--- src/logic/sat_map.svh ---
// Address, code and reset constants for the storage adapter address table
`ifndef SAT_MAP_SVH
`define SAT_MAP_SVH
`define SAT_MAINT_BASE 18'h3F910
`define SAT_MAINT_STEP 18'h00004
`define SAT_CSR_MIN 18'h3E008
`define SAT_CSR_MAX 18'h3FFFC
`define SAT_CSR_SPAN 18'h00002
`define SAT_MODEL_DISK 8'h15
`define SAT_MODEL_TAPE 8'h16
`define SAT_BLANK_ADP_NODE 3'h7
`endif

--- src/logic/sat_pkg.sv ---
// Types shared by the storage adapter address table
package sat_pkg;
  typedef enum logic [2:0] {
    SAT_OP_SHOW,
    SAT_OP_SET_ADP,
    SAT_OP_SET_DEV,
    SAT_OP_CLEAR,
    SAT_OP_EXIT,
    SAT_OP_QUIT
  } sat_op_t;

  typedef struct packed {
    logic en;
    logic [17:0] control_status_address;
    logic [7:0] model;
  } sat_entry_t;

  typedef struct packed {
    sat_op_t op;
    logic [2:0] node;
    logic [17:0] control_status_address;
    logic [7:0] model;
  } sat_cmd_t;

  typedef struct packed {
    logic [2:0] node;
    logic is_adp;
    sat_entry_t entry;
  } sat_show_t;
endpackage

--- src/logic/sat_table.sv ---
// Storage adapter address table: maintenance editing and address decode
// Overview of operation
// - One emulated controller per storage element, each at its own address.
// - Controller addresses come from the nonvolatile table, never switches.
// - Stored address is the lowest address of the controller's block.
// - Table reachable only while switches select maintenance mode.
// - Switches pick controller number 0..3; adapter answers at matching address.
// - Maintenance addresses 774420, 774424, 774430, 774434 octal.
// - Entry holds node, address, model; entries read back for display.
// - Blank table holds only adapter entry at node 7.
// - Host may move the adapter marker to a chosen node.
// - Setting node with address and model enables its entry.
// - Clearing a node disables its entry; nothing answers for it.
// - Commit writes nonvolatile table; abandon leaves it unchanged.
// - Model code 21 means disk, 22 means tape.
// - Switch 1 off leaves maintenance; table addresses then answered.
`include "sat_map.svh"
module sat_table #(
  parameter int NODES = 8
) (
  input wire logic i_sys_clk,
  input wire logic i_rst,
  input wire logic i_maint_sw,
  input wire logic [1:0] i_ctrl_sel_sw,
  input wire logic i_nv_erase,
  input wire logic i_cmd_valid,
  input wire logic [17:0] i_cmd_addr,
  input wire sat_pkg::sat_cmd_t i_cmd,
  input wire logic i_bus_valid,
  input wire logic [17:0] i_bus_addr,
  output logic o_cmd_ack,
  output logic o_cmd_err,
  output sat_pkg::sat_show_t o_show,
  output logic o_bus_hit,
  output logic [2:0] o_bus_node,
  output logic o_bus_reg,
  output logic o_in_maint,
  output logic [2:0] o_adp_node
);
  // Node numbers are three bits wide on the interconnect
  if (NODES != 8) begin : g_bad_nodes
    $error("sat_table: NODES must be 8");
  end

  // Switch synchronisers; only stage two feeds logic
  logic [1:0] maint_sync_r;
  logic [1:0] maint_sync_nxt;
  logic [1:0] sel_s1_r;
  logic [1:0] sel_s1_nxt;
  logic [1:0] sel_s2_r;
  logic [1:0] sel_s2_nxt;
  logic maint_d_r;
  logic maint_d_nxt;
  logic maint;

  always_comb begin
    maint_sync_nxt = {maint_sync_r[0], i_maint_sw};
    sel_s1_nxt = i_ctrl_sel_sw;
    sel_s2_nxt = sel_s1_r;
    maint_d_nxt = maint_sync_r[1];
  end

  always_ff @(posedge i_sys_clk) begin
    if (i_rst) begin
      maint_sync_r <= 2'h0;
      sel_s1_r <= 2'h0;
      sel_s2_r <= 2'h0;
      maint_d_r <= 1'b0;
    end else begin
      maint_sync_r <= maint_sync_nxt;
      sel_s1_r <= sel_s1_nxt;
      sel_s2_r <= sel_s2_nxt;
      maint_d_r <= maint_d_nxt;
    end
  end

  assign maint = maint_sync_r[1];

  // Nonvolatile copy and the session's working copy; vectors not kept
  sat_pkg::sat_entry_t nv_r [NODES];
  sat_pkg::sat_entry_t nv_nxt [NODES];
  logic [2:0] nv_adp_r;
  logic [2:0] nv_adp_nxt;
  sat_pkg::sat_entry_t ed_r [NODES];
  sat_pkg::sat_entry_t ed_nxt [NODES];
  logic [2:0] ed_adp_r;
  logic [2:0] ed_adp_nxt;
  logic ack_r;
  logic ack_nxt;
  logic err_r;
  logic err_nxt;
  sat_pkg::sat_show_t show_r;
  sat_pkg::sat_show_t show_nxt;
  logic cmd_take;
  logic [17:0] maint_addr;
  logic args_ok;

  // Dedicated address chosen by the switch-selected controller number
  assign maint_addr = `SAT_MAINT_BASE
                    + (18'(sel_s2_r) * `SAT_MAINT_STEP);
  assign cmd_take = i_cmd_valid && maint
                  && (i_cmd_addr == maint_addr);
  assign args_ok = (i_cmd.control_status_address >= `SAT_CSR_MIN)
                 && (i_cmd.control_status_address <= `SAT_CSR_MAX)
                 && (i_cmd.control_status_address[0] == 1'b0)
                 && ((i_cmd.model == `SAT_MODEL_DISK)
                  || (i_cmd.model == `SAT_MODEL_TAPE));

  // Table editing; nonvolatile state is deliberately kept over reset
  always_comb begin
    nv_nxt = nv_r;
    nv_adp_nxt = nv_adp_r;
    ed_nxt = ed_r;
    ed_adp_nxt = ed_adp_r;
    ack_nxt = 1'b0;
    err_nxt = 1'b0;
    show_nxt = show_r;
    if (i_nv_erase) begin
      for (int i = 0; i < NODES; i++) begin
        nv_nxt[i] = '0;
        ed_nxt[i] = '0;
      end
      nv_adp_nxt = `SAT_BLANK_ADP_NODE;
      ed_adp_nxt = `SAT_BLANK_ADP_NODE;
    end else if (maint && !maint_d_r) begin
      ed_nxt = nv_r; // Fresh session starts from stored table
      ed_adp_nxt = nv_adp_r;
    end else if (cmd_take) begin
      ack_nxt = 1'b1;
      case (i_cmd.op)
        sat_pkg::SAT_OP_SHOW: begin
          show_nxt.node = i_cmd.node;
          show_nxt.is_adp = (i_cmd.node == ed_adp_r);
          show_nxt.entry = ed_r[i_cmd.node];
        end
        sat_pkg::SAT_OP_SET_ADP: begin
          ed_adp_nxt = i_cmd.node;
          ed_nxt[i_cmd.node] = '0; // Adapter owns the node now
        end
        sat_pkg::SAT_OP_SET_DEV: begin
          if (args_ok && (i_cmd.node != ed_adp_r)) begin
            ed_nxt[i_cmd.node].en = 1'b1;
            ed_nxt[i_cmd.node].control_status_address = i_cmd.control_status_address;
            ed_nxt[i_cmd.node].model = i_cmd.model;
          end else begin
            err_nxt = 1'b1;
          end
        end
        sat_pkg::SAT_OP_CLEAR: begin
          ed_nxt[i_cmd.node].en = 1'b0;
        end
        sat_pkg::SAT_OP_EXIT: begin
          nv_nxt = ed_r;
          nv_adp_nxt = ed_adp_r;
        end
        sat_pkg::SAT_OP_QUIT: begin
          ed_nxt = nv_r;
          ed_adp_nxt = nv_adp_r;
        end
        default: begin
          err_nxt = 1'b1;
        end
      endcase
    end
  end

  always_ff @(posedge i_sys_clk) begin
    nv_r <= nv_nxt;
    nv_adp_r <= nv_adp_nxt;
    if (i_rst) begin
      for (int i = 0; i < NODES; i++) begin
        ed_r[i] <= '0;
      end
      ed_adp_r <= `SAT_BLANK_ADP_NODE;
      ack_r <= 1'b0;
      err_r <= 1'b0;
      show_r <= '0;
    end else begin
      ed_r <= ed_nxt;
      ed_adp_r <= ed_adp_nxt;
      ack_r <= ack_nxt;
      err_r <= err_nxt;
      show_r <= show_nxt;
    end
  end

  // Per-node compare against stored, enabled entries only
  logic [NODES-1:0] hit_base;
  logic [NODES-1:0] hit_hi;
  for (genvar g = 0; g < NODES; g++) begin : g_dec
    logic live;
    assign live = nv_r[g].en && (3'(g) != nv_adp_r);
    assign hit_base[g] = live && (i_bus_addr == nv_r[g].control_status_address);
    assign hit_hi[g] = live
                     && (i_bus_addr == nv_r[g].control_status_address + `SAT_CSR_SPAN);
  end

  // Decode result; silent in maintenance so only the service address answers
  logic hit_r;
  logic hit_nxt;
  logic [2:0] node_r;
  logic [2:0] node_nxt;
  logic reg_r;
  logic reg_nxt;

  always_comb begin
    hit_nxt = 1'b0;
    node_nxt = 3'h0;
    reg_nxt = 1'b0;
    if (i_bus_valid && !maint) begin
      for (int i = NODES - 1; i >= 0; i--) begin
        if (hit_base[i] || hit_hi[i]) begin
          hit_nxt = 1'b1;
          node_nxt = 3'(i);
          reg_nxt = hit_hi[i];
        end
      end
    end
  end

  always_ff @(posedge i_sys_clk) begin
    if (i_rst) begin
      hit_r <= 1'b0;
      node_r <= 3'h0;
      reg_r <= 1'b0;
    end else begin
      hit_r <= hit_nxt;
      node_r <= node_nxt;
      reg_r <= reg_nxt;
    end
  end

  assign o_cmd_ack = ack_r;
  assign o_cmd_err = err_r;
  assign o_show = show_r;
  assign o_bus_hit = hit_r;
  assign o_bus_node = node_r;
  assign o_bus_reg = reg_r;
  assign o_in_maint = maint_d_r;
  assign o_adp_node = ed_adp_r;
endmodule // sat_table

--- config.mk ---
export PLATFORM = sky130hd
export DESIGN_NAME = sat_table
export DESIGN_NICKNAME = d
export VERILOG_FILES = /design/src/logic/sat_pkg.sv /design/src/logic/sat_table.sv
export VERILOG_INCLUDE_DIRS = /design/src /design/src/logic
export SDC_FILE = /design/constraint.sdc
export NUM_CORES = 1
export LEC_CHECK = 0
export ABC_AREA = 0
export ABC_CLOCK_PERIOD_IN_PS = 4790
export BUFFER_PORTS_ARGS = -buffer_cell sky130_fd_sc_hd__buf_2
export CELL_PAD_IN_SITES_DETAIL_PLACEMENT = 1
export CELL_PAD_IN_SITES_GLOBAL_PLACEMENT = 1
export CORE_UTILIZATION = 45
export CTS_CLUSTER_SIZE = 28
export DETAILED_ROUTE_END_ITERATION = 8
export PLACE_DENSITY_LB_ADDON = 0.1
export RECOVER_POWER = 25
export SYNTH_ARGS = -nofsm -noshare
export SYNTH_HDL_FRONTEND = slang
export SYNTH_SLANG_ARGS = --single-unit
--- constraint.sdc ---
create_clock -name i_sys_clk -period 4.79 [get_ports i_sys_clk]
set_input_delay 0.2395 -clock i_sys_clk [delete_from_list [all_inputs] [get_ports i_sys_clk]]
set_output_delay 0.2395 -clock i_sys_clk [all_outputs]
set_load 0.05 [all_outputs]
# After elaboration in Yosys (flattened, before gate mapping)
# Cells that the tools add are included.
[op_classes]
n_reduce_logical = 61
bitwise = 8
n_eq_ne = 34
n_addsub = 9
magnitude_cmp = 4
muxes = 48
[op_table]
columns = ["cell", "count"]
rows = [
  ["216-bit bitwise mux", 4],
  ["216-bit case mux with 4 select lines", 1],
  ["216-bit two-way mux", 3],
  ["27-bit demux with 3-bit select", 4],
  ["18-bit equality test", 17],
  ["216-bit AND", 1],
  ["216-bit NOT", 1],
  ["18-bit by 2-bit adder with 18-bit output, second input constant", 8],
  ["27-bit two-way mux", 4],
  ["27-bit binary-select mux with 3-bit select", 1],
  ["1-bit logical AND", 33],
  ["26-bit two-way mux", 1],
  ["1-bit two-way mux", 19],
  ["18-bit greater-or-equal comparator, second input constant", 1],
  ["18-bit <= comparator, second input constant", 1],
  ["3-bit two-way mux", 6],
  ["8-bit by 5-bit equality test with 1-bit output, second input constant", 2],
  ["12-bit by 5-bit adder with 13-bit output, first input constant", 1],
  ["3-bit inequality test, first input constant", 4],
  ["1-bit logical OR", 9],
  ["8-bit two-way mux", 1],
  ["4-bit OR reduction", 2],
  ["3-bit by 2-bit equality test with 1-bit output, second input constant", 2],
  ["3-bit equality test, second input constant", 2],
  ["other kinds (25)", 36],
]
[totals]
wordCells = 230
reg_bits = 483
input_bits = 76

# Depth between registers and ports, before layout
[depth]
word_depth = 12
mapped_depth = 14

# Least setup slack after synthesis
# Ideal clock, no wire load.
[synth_path]
path_kind = "reg2reg"
startpoint = "register nv_r[145] (netlist name)"
endpoint = "register reg_r, in the netlist o_bus_reg"
synth_period_minus_slack_ns = 2.559
t_arrival_ns = 2.484
path_stages_with_launch = 13
setup_slack_ns = 2.231
cell_sequence = "dfxtp_1 ha_1 and2_1 clkbuf_1 nand3_1 nor4_1 nor3b_1 a311oi_1 o21ai_0 nor4b_1 and3b_1 o21a_1 o22ai_1"
[synth_between]
elab_chain_cells = 7
[synth_rtl]
columns = ["item", "line_no", "rtl"]
rows = [
  ["from (decl)", "sat_table.sv:80", "sat_pkg::sat_entry_t nv_r [NODES];"],
  ["from (signal assigned)", "sat_table.sv:168", "nv_r <= nv_nxt;"],
  ["18-bit by 2-bit adder with 18-bit output (no source line)", "n/a", ""],
  ["18-bit equality test (no source line)", "n/a", ""],
  ["1-bit logical AND", "sat_table.sv:194", "assign hit_hi[g] = live"],
  ["1-bit logical OR", "sat_table.sv:212", "if (hit_base[i] || hit_hi[i]) begin"],
  ["1-bit two-way mux * (3 in a row)", "sat_table.sv:212", ""],
  ["to (signal assigned)", "sat_table.sv:229", "reg_r <= reg_nxt;"],
  ["to (decl)", "sat_table.sv:203", "logic reg_r;"],
]
# Every way passes the cells marked *; elsewhere a longest branch is shown, timed or not.
# A chain may end at the register's enable or synchronous reset.

# Final worst setup path
[layout_path]
startpoint = "register maint_d_r, in the netlist o_in_maint"
endpoint = "register ed_r[183] (netlist name)"
[layout_between]
elab_chain_cells = 4
[layout_rtl]
columns = ["item", "line_no", "rtl"]
rows = [
  ["from (decl)", "sat_table.sv:52", "logic maint_d_r;"],
  ["from (signal assigned)", "sat_table.sv:73", "maint_d_r <= maint_d_nxt;"],
  ["1-bit logical NOT *", "sat_table.sv:125", "end else if (maint && !maint_d_r) begin"],
  ["1-bit logical AND *", "sat_table.sv:125", ""],
  ["3-bit inequality test (no source line) (tied with other cells)", "n/a", ""],
  ["3-bit AND reduction (no source line)", "n/a", ""],
  ["to (signal assigned)", "sat_table.sv:179", "ed_r <= ed_nxt;"],
  ["to (decl)", "sat_table.sv:84", "sat_pkg::sat_entry_t ed_r [NODES];"],
]
# Marked as above.

==> results.md <==
* Count of boundary I/O pins at 118
* Global placement routability congestion at 0.980
* Ratio of total power to cell area at 309 nW/um2
* Final design instance area without fill at 29,600 um2
* Total Wirelength at 137 mm
* Synthesized area divided by synthesized cell count at 7.79 um2
* Post-synthesis instance total at 3,463
* Flip-flop and latch count after synthesis at 483
* Critical path arrival at 4890 ps
* Total routing usage reported by global routing at 44.1%
* Maximum clock insertion buffer count at 3
* Average wire length per cell after detail routing at 32.8 um
* Setup TNS at 0 ps
* Fin. Hold Viols at 0
* Worst Path Required at 5240 ps
* Number of unique standard cell types used by synthesis at 79
* DRC violations left at 8
* Sequential cell area at 9670 um2
* Kind of path behind the tightest hold check: primary input to register
* Detailed Place HPWL at 93.5 mm
* Number of resized instances in the post-cts repair step at 0
* Chip height at 247 um
* Worst-case hold slack at 15.8 ps
* Post-synthesis cell area at 27,000 um2
* Status: finished, violations left
* FP Rows at 89
* Number of setup violations in the final report at 0
* Total number of H-tree levels at 2
* Starting DRT DRC Count at 3,368
* Commonest non-fill, non-tap cells in the layout: sky130_fd_sc_hd__nand2_1, sky130_fd_sc_hd__dfxtp_1, sky130_fd_sc_hd__nor2_1
* Fin worst setup slack at 352 ps
* Die Outline Area at 60,900 um2
* Initial antenna violation count at 4
* Cell at the slowest stage of the critical path: sky130_fd_sc_hd__nand2_1
* Max cap viols at 1
* Filler Cell Count at 7,165
* DP Area at 28,000 um2
* Inserted Clock Buffers at 53
* Portion of the post-synthesis area used by sequential elements at 35.8%
* Antenna Diode Count at 0
* Via count of the first global-routing pass at 29,734
* Clk sink count at 483
* Starting Density at 45.6%
* Initial DRT Pass Iterations at 8
* Area of the core region at 59,100 um2
* Worst Setup Start Kind: register
* Period minus WS final at 4440 ps
* Setup Slack @ Placement at 485 ps
* Violated checks: design-rule violations, max-capacitance violations, max-slew violations
* Maximum number of pins on one net before global-route repair at 155
* Most common library cell in the layout ignoring fill and taps: sky130_fd_sc_hd__nand2_1
* Clk_lat worst skew at 630 ps
* IR Drop Worst-Case VDD at 0.260 mV
* Unrepaired setup endpoints after global routing: no
* Slew of the pin with the lowest slew margin at 2210 ps
* Crit-path max cell delay at 1470 ps
* Average via count per standard cell at 7.15
* Remaining Overflow, GRT at 0
* Total via count in the routed design at 29,783
* Worst setup EP type: register
* Root Buffer: sky130_fd_sc_hd__clkbuf_16
* Footprint of the multi-input gates at 15,800 um2
* Number of nets in the layout at 3,437
* Achievable Freq at 0.225 GHz
* Die boundary width at 247 um
* Quantity of I/O buffers inserted on ports at 117
* Post-synth EDFFs at 0
* Pleak at 9.49 nW
* Number of nets in the synthesized netlist at 3,547
* Wire length of the first global-routing pass at 199 mm
* Proportion of synthesized flip-flops having asynchronous set or reset at 0%
* Ratio of final minimum period to clock period at 92.7%
* Critical path fanouts, max at 87
* Chain of cells forming the critical path: nand2b_1 -> buf_4 -> nand2_1 -> buf_6 -> a32o_1 -> a22oi_1 -> nor2_1
* CTS tree: built
* Setup Skew at 26.6 ps
* Share of final-layout standard cells stronger than drive strength 1 at 8.90%
* Synthesis-to-finish area growth at 9.85%
* Max Slew Vio Count at 51
* Reg clk slew, reported paths at 60 ps
* Worst slew margin at -47.8%
* Residual antenna-violating net count after detailed routing at 0
* Number of warnings printed during yosys synthesis at 0
* Top FF cell, synth: sky130_fd_sc_hd__dfxtp_1
* Setup Crit Path Kind: register to register
critical path: cells and delay by family, from the launching register on:
kind	cells	cell delay (ps)
buffers and inverters	2	1450
AO/OA/AOI/OAI	2	480
flip-flops	1	380
AND/OR/NAND/NOR	3	1820
what timing repair did:
item	in CTS	in global routing
buffers inserted	0	0
hold buffers	4	0
hold endpoints to repair	5	0
cell type report:
class	instances	share of cell area (%)
Inverter	23	0.291
Tap cell	773	3.26
Multi-Input combinational cell	2577	53.2
Clock buffer	83	5.54
Timing Repair Buffer	215	4.85
Clock inverter	12	0.232
Sequential cell	483	32.6
synth_stat cells (all sizes together) (6+ instances only):
cell,n,area share (%)
xnor2,124,4.0
buf,104,1.9
nor3b,12,0.33
nor4b,6,0.19
nor2b,26,0.60
ha,8,0.37
o211ai,17,0.47
nor2,314,4.4
or2,10,0.23
o21ai,64,1.2
nand4b,9,0.29
or3,7,0.16
nor3,155,2.9
a32o,134,5.0
mux2i,7,0.26
nor4,32,0.77
nand3,61,1.2
and4,8,0.26
a21oi,274,5.1
nand4,59,1.4
clkbuf,276,3.8
nand2,560,7.8
a22oi,103,2.9
a31oi,13,0.30
a221oi,170,5.5
a22o,117,3.8
and2,12,0.28
nand2b,10,0.23
xor2,94,3.1
o22ai,15,0.35
dfxtp,483,36
a311oi,31,1.0
inv,23,0.32
and3,24,0.56
o21a,10,0.28
per-stage QoR:
step / util [%] / total power [mW] / cells
2_1_floorplan: - / 4.67 / 3463
3_3_place_gp: 47.3 / 5.05 / 4067
3_5_place_dp: 47.3 / 5.07 / 4067
4_1_cts: 50.3 / 9.10 / 4166
5_1_grt: 50.1 / 9.31 / 4166
6_report: 50.1 / 9.14 / 4166
power by group:
| part | leakage (nW) | internal (mW) | switching, mW |
|---|---|---|---|
| combinational | 4.75 | 0.229 | 0.727 |
| clock | 0.847 | 2.34 | 1.77 |
| sequential | 3.90 | 4.04 | 0.0348 |
| total | 9.49 | 6.61 | 2.54 |
logic make-up (layout without fill, tap and decap cells):
logic type | count (synthesis) | in the layout | synth area share [%]
muxes | 11 | 11 | 0.468
xor gates and xnor gates | 218 | 218 | 7.08
DFF | 483 | 483 | 35.8
AOI/OAI and AO/OA | 1013 | 1013 | 28.0
buffers and inverters | 403 | 333 | 6.10
adders and majority gates | 8 | 8 | 0.371
and+or+nand+nor | 1327 | 1327 | 22.2
routing by layer:
metal,vias up,share of wire [%],global-route usage [%]
li1,12498,-,-
met1,14890,37,52.4
met2,1826,43,67.6
met3,567,11,12.1
met4,2,8.7,33.7
met5,-,0.0044,0
worst paths after layout:
check | from | end | slack [ps] | cells after the start
min reg2reg | sel_s1_r[1] | sel_s2_r[1] | 430 | 1
max | o_in_maint | ed_r[183] | 350 | 7
min | i_cmd[26] | o_show[28] | 20 | 3
max reg2reg | o_in_maint | ed_r[183] | 350 | 7
Power figures use the tool's default switching activity.
